File: src/rtl/crr_pkg.sv
// Constants for the codec-link register read logic
package crr_pkg;
	// ------------------------------------------------------------
	// Register addresses (7-bit link register address)
	// ------------------------------------------------------------
	localparam logic [6:0] ADDR_PDOWN = 7'h26;
	localparam logic [6:0] ADDR_EXT_AUDIO = 7'h28;
	localparam logic [6:0] ADDR_RATE_FRONT = 7'h2c;
	localparam logic [6:0] ADDR_RATE_SURR = 7'h2e;
	localparam logic [6:0] ADDR_RATE_LFE = 7'h30;
	localparam logic [6:0] ADDR_EXT_MODEM = 7'h3c;
	localparam logic [6:0] ADDR_CFG = 7'h5a;
	localparam logic [6:0] ADDR_AUDIO_TOP = 7'h3a;
	// ------------------------------------------------------------
	// Field positions and values
	// ------------------------------------------------------------
	localparam int PDOWN_BIT = 12;
	localparam int CID_LO_BIT = 14;
	localparam int CID_HI_BIT = 15;
	localparam int FC_BIT = 0;
	localparam logic FC_RESET = 1'b1;
	localparam logic [15:0] RATE_48K = 16'hbb80;
	localparam logic [15:0] RATE_44K1 = 16'hac44;
	// ------------------------------------------------------------
	// Frame layout: slot 0 (16) + slot 1 (20) + slot 2 (20)
	// ------------------------------------------------------------
	localparam int FRAME_W = 56;
	localparam logic [5:0] LAST_BIT = 6'h37;
	localparam int TAG_FRAME = 55;
	localparam int TAG_S1 = 54;
	localparam int TAG_S2 = 53;
	localparam int RD_FLAG = 39;
	localparam int ADDR_HI = 38;
	localparam int ADDR_LO = 32;
	localparam int DATA_HI = 19;
	localparam int DATA_LO = 4;
	// ------------------------------------------------------------
	// Timing: warm reset is a sync pulse with the bit clock idle
	// ------------------------------------------------------------
	localparam int CLK_MHZ = 125;
	localparam int WARM_NS = 1000;
	localparam int WARM_CYC = (WARM_NS * CLK_MHZ + 999) / 1000;
endpackage

File: src/rtl/crr_pin_sync.sv
// Three-stage pin synchroniser with agreement filter
`timescale 1ns/1ps
module crr_pin_sync #(
	parameter int W = 1
) (
	input wire logic clk,
	input wire logic rst_n,
	input wire logic ce,
	input wire logic [W-1:0] pin,
	output logic [W-1:0] level
);
	// Elaboration check: a zero-width bus has nothing to sample
	if (W < 1)
	begin : g_bad_w
		$error("crr_pin_sync: W must be at least 1");
	end
	// ------------------------------------------------------------
	// Per-bit chain; stage one feeds only stage two
	// ------------------------------------------------------------
	genvar g;
	generate
		for (g = 0; g < W; g++)
		begin : g_bit
			logic s1_ff;
			logic s2_ff;
			logic s3_ff;
			logic lvl_ff;
			// A change counts only once stages two and three agree
			always_ff @(posedge clk)
			begin
				if (!rst_n)
				begin
					s1_ff <= 1'b0;
					s2_ff <= 1'b0;
					s3_ff <= 1'b0;
					lvl_ff <= 1'b0;
				end
				else if (ce)
				begin
					s1_ff <= pin[g];
					s2_ff <= s1_ff;
					s3_ff <= s2_ff;
					if (s2_ff == s3_ff)
						lvl_ff <= s3_ff;
				end
			end
			assign level[g] = lvl_ff;
		end
	endgenerate
endmodule // crr_pin_sync

File: src/rtl/crr_reg_ram.sv
// Flip-flop register RAM with one write and two read ports
`timescale 1ns/1ps
module crr_reg_ram #(
	parameter int AW = 6,
	parameter int DW = 16
) (
	input wire logic clk,
	input wire logic rst_n,
	input wire logic ce,
	input wire logic wr_en,
	input wire logic [AW-1:0] wr_idx,
	input wire logic [DW-1:0] wr_data,
	input wire logic [AW-1:0] rd_idx_a,
	output logic [DW-1:0] rd_data_a,
	input wire logic [AW-1:0] rd_idx_b,
	output logic [DW-1:0] rd_data_b
);
	logic [DW-1:0] mem_ff [2**AW];
	// Elaboration check: an empty array cannot hold a register
	if (AW < 1 || DW < 1)
	begin : g_bad_size
		$error("crr_reg_ram: AW and DW must be positive");
	end
	// ------------------------------------------------------------
	// One entry per word; whole word stored, reserved bits too
	// ------------------------------------------------------------
	genvar g;
	generate
		for (g = 0; g < 2**AW; g++)
		begin : g_word
			always_ff @(posedge clk)
			begin
				if (!rst_n)
					mem_ff[g] <= '0;
				else if (ce && wr_en && wr_idx == AW'(g))
					mem_ff[g] <= wr_data;
			end
		end
	endgenerate
	// Asynchronous reads; callers register the result
	assign rd_data_a = mem_ff[rd_idx_a];
	assign rd_data_b = mem_ff[rd_idx_b];
endmodule // crr_reg_ram

File: src/rtl/crr_top.sv
// Codec-link register bank: link frame handling and read responses
`timescale 1ns/1ps
module crr_top #(
	// Sixteen bits per word index; a 0 marks a reserved bit
	parameter logic [64*16-1:0] RSVD_MASK = {64{16'hffff}}
) (
	input wire logic CLK,
	input wire logic RST_N,
	input wire logic CE,
	input wire logic BIT_CLK_I,
	input wire logic SYNC_I,
	input wire logic SDATA_OUT_I,
	input wire logic ADDRESS_SELECT_PIN,
	output logic BIT_CLK_O,
	output logic BIT_CLK_OE,
	output logic SDATA_IN_O,
	input wire logic [5:0] DSP_RD_IDX,
	output logic [15:0] DSP_RD_DATA,
	output logic LINK_POWERDOWN_BIT,
	output logic FULL_COMPLIANCE_SELECT
);
	// ------------------------------------------------------------
	// Pin synchronisers and edge detection
	// ------------------------------------------------------------
	logic [3:0] pins_s;
	logic bclk_s;
	logic sync_s;
	logic sdo_s;
	logic sa_s;
	logic bclk_prev_ff;
	logic sync_prev_ff;
	logic bclk_rise;
	logic bclk_fall;

	crr_pin_sync #(.W(4)) u_sync (
		.clk(CLK),
		.rst_n(RST_N),
		.ce(CE),
		.pin({ADDRESS_SELECT_PIN, SDATA_OUT_I, SYNC_I, BIT_CLK_I}),
		.level(pins_s)
	);
	assign bclk_s = pins_s[0];
	assign sync_s = pins_s[1];
	assign sdo_s = pins_s[2];
	assign sa_s = pins_s[3];

	// Previous levels, for edge detection on the filtered copies
	always_ff @(posedge CLK)
	begin
		if (!RST_N)
		begin
			bclk_prev_ff <= 1'b0;
			sync_prev_ff <= 1'b0;
		end
		else if (CE)
		begin
			bclk_prev_ff <= bclk_s;
			sync_prev_ff <= sync_s;
		end
	end
	assign bclk_rise = CE && bclk_s && !bclk_prev_ff;
	assign bclk_fall = CE && !bclk_s && bclk_prev_ff;

	// ------------------------------------------------------------
	// Frame receive: slot 0, slot 1 and slot 2 shifted in
	// ------------------------------------------------------------
	logic sync_pend_ff;
	logic rx_act_ff;
	logic [5:0] bit_cnt_ff;
	logic [crr_pkg::FRAME_W-1:0] rx_ff;
	logic [crr_pkg::FRAME_W-1:0] nxt_rx;
	logic frame_start;
	logic cmd_done;

	assign frame_start = bclk_rise && sync_pend_ff;
	assign nxt_rx = {rx_ff[crr_pkg::FRAME_W-2:0], sdo_s};
	assign cmd_done = bclk_fall && rx_act_ff
		&& bit_cnt_ff == crr_pkg::LAST_BIT;

	// A sync rise arms a frame that begins at the next bit clock rise
	always_ff @(posedge CLK)
	begin
		if (!RST_N)
			sync_pend_ff <= 1'b0;
		else if (CE)
		begin
			if (sync_s && !sync_prev_ff)
				sync_pend_ff <= 1'b1;
			else if (frame_start)
				sync_pend_ff <= 1'b0;
		end
	end

	// Serial data from the controller is taken on falling bit clock
	always_ff @(posedge CLK)
	begin
		if (!RST_N)
		begin
			rx_act_ff <= 1'b0;
			bit_cnt_ff <= '0;
			rx_ff <= '0;
		end
		else if (frame_start)
		begin
			rx_act_ff <= 1'b1;
			bit_cnt_ff <= '0;
		end
		else if (bclk_fall && rx_act_ff)
		begin
			rx_ff <= nxt_rx;
			bit_cnt_ff <= bit_cnt_ff + 6'h01;
			if (bit_cnt_ff == crr_pkg::LAST_BIT)
				rx_act_ff <= 1'b0;
		end
	end

	// ------------------------------------------------------------
	// Command decode from the completed slots
	// ------------------------------------------------------------
	logic cmd_ok;
	logic cmd_rd;
	logic cmd_wr;
	logic [6:0] cmd_addr;
	logic [15:0] cmd_data;
	logic cmd_odd;
	logic is_rate;
	logic is_cid;

	assign cmd_ok = nxt_rx[crr_pkg::TAG_FRAME] && nxt_rx[crr_pkg::TAG_S1];
	assign cmd_addr = nxt_rx[crr_pkg::ADDR_HI:crr_pkg::ADDR_LO];
	assign cmd_data = nxt_rx[crr_pkg::DATA_HI:crr_pkg::DATA_LO];
	assign cmd_odd = cmd_addr[0];
	assign cmd_rd = cmd_done && cmd_ok && nxt_rx[crr_pkg::RD_FLAG];
	// Odd addresses never reach RAM or control flops
	assign cmd_wr = cmd_done && cmd_ok && !nxt_rx[crr_pkg::RD_FLAG]
		&& nxt_rx[crr_pkg::TAG_S2] && !cmd_odd;
	assign is_rate = cmd_addr == crr_pkg::ADDR_RATE_FRONT
		|| cmd_addr == crr_pkg::ADDR_RATE_SURR
		|| cmd_addr == crr_pkg::ADDR_RATE_LFE;
	assign is_cid = cmd_addr == crr_pkg::ADDR_EXT_AUDIO
		|| cmd_addr == crr_pkg::ADDR_EXT_MODEM;

	// ------------------------------------------------------------
	// Register RAM: link writes, link and DSP reads
	// ------------------------------------------------------------
	logic [15:0] ram_link;
	logic [15:0] ram_dsp;

	crr_reg_ram #(.AW(6), .DW(16)) u_ram (
		.clk(CLK),
		.rst_n(RST_N),
		.ce(CE),
		.wr_en(cmd_wr),
		.wr_idx(cmd_addr[6:1]),
		.wr_data(cmd_data),
		.rd_idx_a(cmd_addr[6:1]),
		.rd_data_a(ram_link),
		.rd_idx_b(DSP_RD_IDX),
		.rd_data_b(ram_dsp)
	);

	// DSP sees plain RAM; the pin level has no path here
	always_ff @(posedge CLK)
	begin
		if (!RST_N)
			DSP_RD_DATA <= '0;
		else if (CE)
			DSP_RD_DATA <= ram_dsp;
	end

	// ------------------------------------------------------------
	// Control flip-flops: powerdown, rate flag, compliance select
	// ------------------------------------------------------------
	logic pdown_ff;
	logic rate_ff;
	logic fc_ff;
	logic [7:0] warm_cnt_ff;
	logic warm_hit;

	// Sync held high with no bit clock edge for the warm-reset time
	assign warm_hit = CE && warm_cnt_ff == 8'(crr_pkg::WARM_CYC - 1)
		&& sync_s && !bclk_rise && !bclk_fall;
	always_ff @(posedge CLK)
	begin
		if (!RST_N)
			warm_cnt_ff <= '0;
		else if (CE)
		begin
			if (!sync_s || bclk_rise || bclk_fall)
				warm_cnt_ff <= '0;
			else if (warm_cnt_ff != 8'(crr_pkg::WARM_CYC))
				warm_cnt_ff <= warm_cnt_ff + 8'h01;
		end
	end

	// Warm reset wins over a write in the same cycle
	always_ff @(posedge CLK)
	begin
		if (!RST_N)
			pdown_ff <= 1'b0;
		else if (warm_hit)
			pdown_ff <= 1'b0;
		else if (cmd_wr && cmd_addr == crr_pkg::ADDR_PDOWN)
			pdown_ff <= cmd_data[crr_pkg::PDOWN_BIT];
	end

	// Rate flag follows the last write to any of the three rate words
	always_ff @(posedge CLK)
	begin
		if (!RST_N)
			rate_ff <= 1'b0;
		else if (cmd_wr && is_rate)
			rate_ff <= cmd_data == crr_pkg::RATE_44K1;
	end

	// Compliance select starts set and tracks bit 0 of the config word
	always_ff @(posedge CLK)
	begin
		if (!RST_N)
			fc_ff <= crr_pkg::FC_RESET;
		else if (cmd_wr && cmd_addr == crr_pkg::ADDR_CFG)
			fc_ff <= cmd_data[crr_pkg::FC_BIT];
	end

	// ------------------------------------------------------------
	// Read word composition
	// ------------------------------------------------------------
	logic [15:0] rd_word;
	always_comb
	begin
		rd_word = ram_link;
		// Masking first, so live fields below are never cleared
		if (fc_ff && cmd_addr <= crr_pkg::ADDR_AUDIO_TOP)
			rd_word = rd_word & RSVD_MASK[cmd_addr[6:1]*16 +: 16];
		// Only the two index bits move; the rest stays as RAM and the mask above leave it
		if (is_cid)
		begin
			rd_word[crr_pkg::CID_LO_BIT] = sa_s;
			rd_word[crr_pkg::CID_HI_BIT] = 1'b0;
		end
		if (cmd_addr == crr_pkg::ADDR_PDOWN)
			rd_word[crr_pkg::PDOWN_BIT] = pdown_ff;
		if (cmd_addr == crr_pkg::ADDR_CFG)
			rd_word[crr_pkg::FC_BIT] = fc_ff;
		if (is_rate)
			rd_word = rate_ff ? crr_pkg::RATE_44K1 : crr_pkg::RATE_48K;
		if (cmd_odd)
			rd_word = '0;
	end

	// ------------------------------------------------------------
	// Response held until the next frame, then shifted out
	// ------------------------------------------------------------
	logic rsp_val_ff;
	logic [6:0] rsp_addr_ff;
	logic [15:0] rsp_data_ff;
	logic [crr_pkg::FRAME_W-1:0] tx_ff;
	logic [crr_pkg::FRAME_W-1:0] tx_frame;

	// Answer latched at the end of a read command, valid until the next frame starts
	always_ff @(posedge CLK)
	begin
		if (!RST_N)
		begin
			rsp_val_ff <= 1'b0;
			rsp_addr_ff <= '0;
			rsp_data_ff <= '0;
		end
		else if (cmd_rd)
		begin
			rsp_val_ff <= 1'b1;
			rsp_addr_ff <= cmd_addr;
			rsp_data_ff <= rd_word;
		end
		else if (frame_start)
			rsp_val_ff <= 1'b0;
	end

	// Slot 0: ready, slot1 and slot2 tags; slot 1 echo; slot 2 data
	assign tx_frame = {1'b1, rsp_val_ff, rsp_val_ff, 13'h0000,
		1'b0, rsp_addr_ff, 12'h000, rsp_data_ff, 4'h0};

	// Driven on rising bit clock; forced low while powered down
	always_ff @(posedge CLK)
	begin
		if (!RST_N)
		begin
			tx_ff <= '0;
			SDATA_IN_O <= 1'b0;
		end
		else if (CE && pdown_ff)
		begin
			tx_ff <= '0;
			SDATA_IN_O <= 1'b0;
		end
		else if (frame_start)
		begin
			tx_ff <= {tx_frame[crr_pkg::FRAME_W-2:0], 1'b0};
			SDATA_IN_O <= tx_frame[crr_pkg::FRAME_W-1];
		end
		else if (bclk_rise)
		begin
			tx_ff <= {tx_ff[crr_pkg::FRAME_W-2:0], 1'b0};
			SDATA_IN_O <= tx_ff[crr_pkg::FRAME_W-1];
		end
	end

	// Bit clock pad pulled low by enabling a low driver
	always_ff @(posedge CLK)
	begin
		if (!RST_N)
		begin
			BIT_CLK_O <= 1'b0;
			BIT_CLK_OE <= 1'b0;
			LINK_POWERDOWN_BIT <= 1'b0;
			FULL_COMPLIANCE_SELECT <= crr_pkg::FC_RESET;
		end
		else if (CE)
		begin
			BIT_CLK_O <= 1'b0;
			BIT_CLK_OE <= pdown_ff;
			LINK_POWERDOWN_BIT <= pdown_ff;
			FULL_COMPLIANCE_SELECT <= fc_ff;
		end
	end

	// ------------------------------------------------------------
	// Assertions
	// ------------------------------------------------------------
	property p_odd_zero;
		@(posedge CLK) disable iff (!RST_N)
		cmd_rd && cmd_odd |=> rsp_val_ff && rsp_data_ff == 16'h0000;
	endproperty
	a_odd_zero: assert property (p_odd_zero)
		else $error("odd read data not zero");

	property p_odd_echo;
		@(posedge CLK) disable iff (!RST_N)
		cmd_rd && cmd_odd |=> rsp_addr_ff == $past(cmd_addr);
	endproperty
	a_odd_echo: assert property (p_odd_echo)
		else $error("odd address not echoed");

	property p_odd_keep;
		@(posedge CLK) disable iff (!RST_N)
		cmd_done && cmd_odd |-> !cmd_wr ##1 $stable(pdown_ff)
			&& $stable(rate_ff) && $stable(fc_ff);
	endproperty
	a_odd_keep: assert property (p_odd_keep)
		else $error("odd access changed control state");

	property p_pdown_low;
		@(posedge CLK) disable iff (!RST_N)
		pdown_ff && CE |=> !SDATA_IN_O && BIT_CLK_OE && !BIT_CLK_O;
	endproperty
	a_pdown_low: assert property (p_pdown_low)
		else $error("powerdown did not force link low");

	property p_warm;
		@(posedge CLK) disable iff (!RST_N)
		warm_hit |=> !pdown_ff ##[1:2] !LINK_POWERDOWN_BIT;
	endproperty
	a_warm: assert property (p_warm)
		else $error("warm reset left powerdown set");

	property p_rate;
		@(posedge CLK) disable iff (!RST_N)
		cmd_rd && is_rate |=> rsp_data_ff == (rate_ff ?
			crr_pkg::RATE_44K1 : crr_pkg::RATE_48K);
	endproperty
	a_rate: assert property (p_rate)
		else $error("rate read value wrong");

	property p_rate_upd;
		@(posedge CLK) disable iff (!RST_N)
		cmd_wr && is_rate |=> rate_ff == ($past(cmd_data)
			== crr_pkg::RATE_44K1);
	endproperty
	a_rate_upd: assert property (p_rate_upd)
		else $error("rate flag not updated");

	property p_cid;
		@(posedge CLK) disable iff (!RST_N)
		cmd_rd && is_cid |=> !rsp_data_ff[crr_pkg::CID_HI_BIT]
			&& rsp_data_ff[crr_pkg::CID_LO_BIT] == $past(sa_s);
	endproperty
	a_cid: assert property (p_cid)
		else $error("codec index bits wrong");

	property p_fc_reset;
		@(posedge CLK) $past(!RST_N) |-> fc_ff;
	endproperty
	a_fc_reset: assert property (p_fc_reset)
		else $error("compliance not selected after reset");

	property p_pdown_read;
		@(posedge CLK) disable iff (!RST_N)
		cmd_rd && cmd_addr == crr_pkg::ADDR_PDOWN |=>
			rsp_data_ff[crr_pkg::PDOWN_BIT] == pdown_ff;
	endproperty
	a_pdown_read: assert property (p_pdown_read)
		else $error("powerdown read not live");

	c_odd_read: cover property (@(posedge CLK) disable iff (!RST_N)
		cmd_rd && cmd_odd);
	c_rate_read: cover property (@(posedge CLK) disable iff (!RST_N)
		cmd_rd && is_rate && rate_ff);
	c_warm: cover property (@(posedge CLK) disable iff (!RST_N)
		pdown_ff ##1 warm_hit);
endmodule // crr_top

File: config.mk
export PLATFORM = sky130hd
export DESIGN_NAME = crr_top
export DESIGN_NICKNAME = d
export VERILOG_FILES = /design/src/rtl/crr_pkg.sv /design/src/rtl/crr_pin_sync.sv /design/src/rtl/crr_reg_ram.sv /design/src/rtl/crr_top.sv
export SDC_FILE = /design/constraint.sdc
export NUM_CORES = 2
export LEC_CHECK = 0
export BUFFER_PORTS_ARGS = -buffer_cell sky130_fd_sc_hd__buf_2
export CAP_MARGIN = 20
export CORE_AREA = 2 2 367 260
export DETAILED_ROUTE_END_ITERATION = 6
export DIE_AREA = 0 0 369 262
export PLACE_DENSITY = 0.83
export SLEW_MARGIN = 30
export SYNTH_ARGS = -nofsm -noshare
export SYNTH_HDL_FRONTEND = slang
export SYNTH_SLANG_ARGS = --single-unit
File: constraint.sdc
create_clock -name CLK -period 10.4 [get_ports CLK]
set_clock_uncertainty 0.2 [all_clocks]
set_input_delay 0.52 -clock CLK [delete_from_list [all_inputs] [get_ports CLK]]
set_output_delay 0.52 -clock CLK [all_outputs]
set_load 0.05 [all_outputs]
==> summary.md <==
| Metric | Value |
|---|---|
| Share of async-settable or async-resettable flops after synthesis | `0` |
| Critical path's top delay family | `compound AO/OA/AOI/OAI gates` |
| Unrepaired setup endpoints after global routing | `false` |
| Overall global routing resource usage | `0.411` |
| Dpl hpwl | `123,000 µm` |
| WP data arrival | `5.12 ns` |
| Leakage | `0.0211 µW` |
| Standard-cell row count | `94` |
| Clock transition at the register clock pins on the worst setup and hold paths after CTS | `0.07 ns` |
| Count of instances resized after the clock tree is built | `0` |
| Pre-CTS setup slack | `5.82 ns` |
| Number of nets in the synthesized netlist | `4,433` |
| Yosys reg bits | `1,216` |
| Post-layout minimum cycle time | `4.75 ns` |
| Number of antenna violations at the first check in global routing | `15` |
| Count of port buffers added during placement | `32` |
| Chip Width | `369 µm` |
| Fraction of the yosys area taken by sequential cells | `0.557` |
| Detailed-route DRC error count | `1` |
| Crit Path Max Fanout | `37` |
| Final instance area | `66,500 µm²` |
| CP Launch Type | `flop` |
| Ratio of total power to cell area | `155 nW/µm²` |
| Floorplan die area | `96,700 µm²` |
| Worst Setup Path Type | `flop to flop` |
| Fraction of synthesized cell area taken by the top area cell type | `0.495` |
| Worst Slack Setup Final | `5.65 ns` |
| Via count of the first global-routing pass | `40,300` |
| Final Util | `0.714` |
| Fill cell instance count of the final layout | `5,897` |
| Tightest Pin Transition | `1.24 ns` |
| CTS tree | `yes` |
| Area growth, synth to finish | `7.21%` |
| Clock latency on the worst-skew pair | `0.75 ns` |
| H-tree depth | `3` |
| Clock tree sinks | `1,216` |
| Leftover overflow at the end of global routing | `0` |
| Final estimated routing congestion in global placement | `1.08` |
| Die Span Y | `262 µm` |
| Worst-case headroom to the max-slew limit | `0.163` |
| Via count | `42,100` |
| Share of the cycle needed by the critical path after routing | `0.456` |
| Buf+Inv Stages, Crit Path | `1` |
| Library cell with the largest summed area after synthesis | `sky130_fd_sc_hd__edfxtp_1` |
| Count of endpoints failing hold in the final timing report | `0` |
| Core Area | `93,100 µm²` |
| Summed instance area of the synthesized netlist | `62,100 µm²` |
| Violations in the final reports | `DRC` |
| Crit-path slowest cell | `sky130_fd_sc_hd__nor4_1` |
| Layout cell share with drive strength beyond 1 | `0.228` |
| Initial Utilization | `0.666` |
| Number of buffers on the longest clock path | `3` |
| Number of different library cells in the post-synthesis netlist | `73` |
| Setup TNS | `0 ns` |
| Area post-placement | `63,000 µm²` |
| Post-Route Hold Slack | `0.172 ns` |
| Root buffer selected by CTS | `sky130_fd_sc_hd__clkbuf_16` |
| Total number of yosys warnings | `0` |
| Status | `finished with violations` |
| Largest cells by area after synthesis | `sky130_fd_sc_hd__edfxtp_1 50%, sky130_fd_sc_hd__mux4_2 19%, sky130_fd_sc_hd__and2_1 9.3%` |
| Post-detailed-route via-to-cell ratio | `7.52` |
| Prevailing post-synth register cell | `sky130_fd_sc_hd__edfxtp_1` |
| Drt wl/cell | `35.3 µm` |
| Number of instances in the synthesized netlist | `4,416` |
| Series of cell instances along the critical path | `buf_4, mux4_2, a22oi_1, o311ai_0, nor4_1, o2bb2ai_1` |
| Path type of the worst min-delay path | `input port to flop` |
| # IOs | `34` |
| Total Routed Length | `197,000 µm` |
| Delay of the slowest cell on the worst path | `0.90 ns` |
| Number of setup violations in the final report | `0` |
| Highest Clock Rate | `211 MHz` |
| Antenna-violating nets left | `0` |
| Worst supply voltage drop on vdd | `163 µV` |
| Data required time at the worst endpoint | `10.77 ns` |
| Number of nets in the finished design | `4,265` |
| Crit. End Element | `flop` |
| Total of max-cap violations | `0` |
| First-pass GRT wire length | `281,000 µm` |
| Avg Cell Area, Syn | `14.1 µm²` |
| Number of clock buffers inserted by TritonCTS | `111` |
| Initial detailed-routing violation count | `7,855` |
| Max-slew violation total from the final report | `0` |
| Largest net degree at the start of global routing | `114` |
| Post-synth EDFFs | `1,024` |
| Detailed Routing Iterations Pass 1 | `7` |
[placed cells by master (no fill, tap or decap), types with 6 or more instances in the layout]
master	instances
sky130_fd_sc_hd__a22oi_1	205
sky130_fd_sc_hd__or3_1	6
sky130_fd_sc_hd__o2bb2ai_1	7
sky130_fd_sc_hd__clkbuf_1	23
sky130_fd_sc_hd__a21oi_2	6
sky130_fd_sc_hd__nor3_1	119
sky130_fd_sc_hd__nand2_1	210
sky130_fd_sc_hd__nor2_4	42
sky130_fd_sc_hd__buf_4	143
sky130_fd_sc_hd__nor2_2	11
sky130_fd_sc_hd__o211ai_1	7
sky130_fd_sc_hd__clkinv_2	26
sky130_fd_sc_hd__edfxtp_1	1024
sky130_fd_sc_hd__inv_1	11
sky130_fd_sc_hd__o21ai_1	66
sky130_fd_sc_hd__nor2_1	74
sky130_fd_sc_hd__nand2b_1	9
sky130_fd_sc_hd__dfxtp_1	174
sky130_fd_sc_hd__a211oi_1	25
sky130_fd_sc_hd__buf_2	30
sky130_fd_sc_hd__mux4_2	527
sky130_fd_sc_hd__diode_2	8
sky130_fd_sc_hd__xor2_1	6
sky130_fd_sc_hd__dfxtp_2	16
sky130_fd_sc_hd__clkinv_1	27
sky130_fd_sc_hd__mux2i_1	55
sky130_fd_sc_hd__nand3_4	10
sky130_fd_sc_hd__nand3_2	6
sky130_fd_sc_hd__clkbuf_16	112
sky130_fd_sc_hd__clkbuf_8	11
sky130_fd_sc_hd__nand3_1	28
sky130_fd_sc_hd__o2111ai_1	6
sky130_fd_sc_hd__nor2b_1	9
sky130_fd_sc_hd__nor4_1	26
sky130_fd_sc_hd__o21ai_0	41
sky130_fd_sc_hd__a21oi_1	203
sky130_fd_sc_hd__and2_1	921
sky130_fd_sc_hd__nand4_1	7
[state kept, by name, summed over array words and instances, names as in the netlist, named ones only]
signal                  cells
rate_ff                     1
u_sync.g_bit.lvl_ff         4
rsp_addr_ff                 7
sync_prev_ff                1
DSP_RD_DATA                16
tx_ff                      51
u_sync.g_bit.s2_ff          4
pdown_ff                    1
rx_act_ff                   1
SDATA_IN_O                  1
u_sync.g_bit.s1_ff          4
warm_cnt_ff                 8
u_sync.g_bit.s3_ff          4
bit_cnt_ff                  6
rx_ff                      55
LINK_POWERDOWN_BIT          1
u_ram.mem_ff             1024
sync_pend_ff                1
rsp_val_ff                  1
FULL_COMPLIANCE_SELECT      1
rsp_data_ff                16
fc_ff                       1
bclk_prev_ff                1
[logic make-up after synthesis]
| logic type | count (synthesis) | share of synthesized area |
|---|---|---|
| xor gates and xnor gates | 10 | 0.00141 |
| adders and majority gates | 4 | 0.000806 |
| other | 1 | 0.0000604 |
| buffers and inverters | 480 | 0.0343 |
| muxes | 583 | 0.200 |
| DFF | 1216 | 0.557 |
| AOI/OAI and AO/OA | 591 | 0.0593 |
| and+or+nand+nor | 1531 | 0.146 |
[per-layer routing]
| metal | GRT usage | part of all wire |
|---|---|---|
| met5 | 0.0538 | 0.0044 |
| met4 | 0.175 | 0.051 |
| met2 | 0.553 | 0.41 |
| met1 | 0.535 | 0.33 |
| met3 | 0.242 | 0.21 |
[layout make-up]
type	instances	area [µm²]	share of cell area
Antenna cell	8	20.0	0.000301
Clock buffer	146	3040	0.0457
Clock inverter	60	344	0.00517
Inverter	13	50.0	0.000752
Multi-Input combinational cell	2720	25500	0.383
Sequential cell	1216	34600	0.520
Tap cell	1248	1560	0.0235
Timing Repair Buffer	186	1410	0.0212
[where the power goes]
| part | internal (µW) | switching (µW) |
|---|---|---|
| combinational | 300 | 437 |
| sequential | 5480 | 138 |
| clock | 2100 | 1850 |
[timing repair]
action                                 CTS  global route
hold buffers                             4             0
endpoints found under the hold margin    4             0
setup buffers                            0             0
[metrics by stage]
stage               instances  power [µW]
floorplan                4416        6110
global placement         5370        6370
detailed placement       5372        6400
CTS                      5582       10200
global route             5590       10500
finish                   5597       10300
[cells in the mapped netlist (6+ instances only)]
cell / count
sky130_fd_sc_hd__a22oi_1: 205
sky130_fd_sc_hd__nor3b_1: 7
sky130_fd_sc_hd__a211oi_1: 25
sky130_fd_sc_hd__clkbuf_2: 20
sky130_fd_sc_hd__nor2_4: 40
sky130_fd_sc_hd__clkbuf_1: 289
sky130_fd_sc_hd__nand3_4: 10
sky130_fd_sc_hd__nand3_1: 30
sky130_fd_sc_hd__buf_1: 39
sky130_fd_sc_hd__a21oi_1: 209
sky130_fd_sc_hd__and2_1: 923
sky130_fd_sc_hd__buf_4: 45
sky130_fd_sc_hd__nor2b_1: 13
sky130_fd_sc_hd__nand2_1: 212
sky130_fd_sc_hd__dfxtp_1: 192
sky130_fd_sc_hd__o2111ai_1: 6
sky130_fd_sc_hd__mux2i_1: 55
sky130_fd_sc_hd__nor2_1: 87
sky130_fd_sc_hd__or3_1: 6
sky130_fd_sc_hd__mux4_2: 527
sky130_fd_sc_hd__inv_1: 13
sky130_fd_sc_hd__o211ai_1: 7
sky130_fd_sc_hd__nand4_1: 7
sky130_fd_sc_hd__or2_2: 6
sky130_fd_sc_hd__nor4_1: 28
sky130_fd_sc_hd__edfxtp_1: 1024
sky130_fd_sc_hd__buf_2: 69
sky130_fd_sc_hd__o21ai_0: 106
sky130_fd_sc_hd__xor2_1: 6
sky130_fd_sc_hd__nor3_1: 120
sky130_fd_sc_hd__nand2b_1: 9
sky130_fd_sc_hd__o2bb2ai_1: 7
[final timing paths]
path,cells after the start,end,start,slack [ns]
max,6,rsp_data_ff[6]$_SDFFE_PN0P_,flop,5.65
min,3,sync_prev_ff$_SDFFE_PN0P_,CE,0.17
max reg2reg,6,rsp_data_ff[6]$_SDFFE_PN0P_,flop,5.65
min reg2reg,2,tx_ff[23]$_SDFFE_PP0P_,tx_ff[22]$_SDFFE_PP0P_,0.25
[worst register-to-register path: stages (launching register included)]
cell	delay, ns
sky130_fd_sc_hd__dfxtp_4	0.88
sky130_fd_sc_hd__buf_4	0.76
sky130_fd_sc_hd__mux4_2	0.68
sky130_fd_sc_hd__a22oi_1	0.70
sky130_fd_sc_hd__o311ai_0	0.32
sky130_fd_sc_hd__nor4_1	0.90
sky130_fd_sc_hd__o2bb2ai_1	0.15
(Power assumes the default switching activity.)
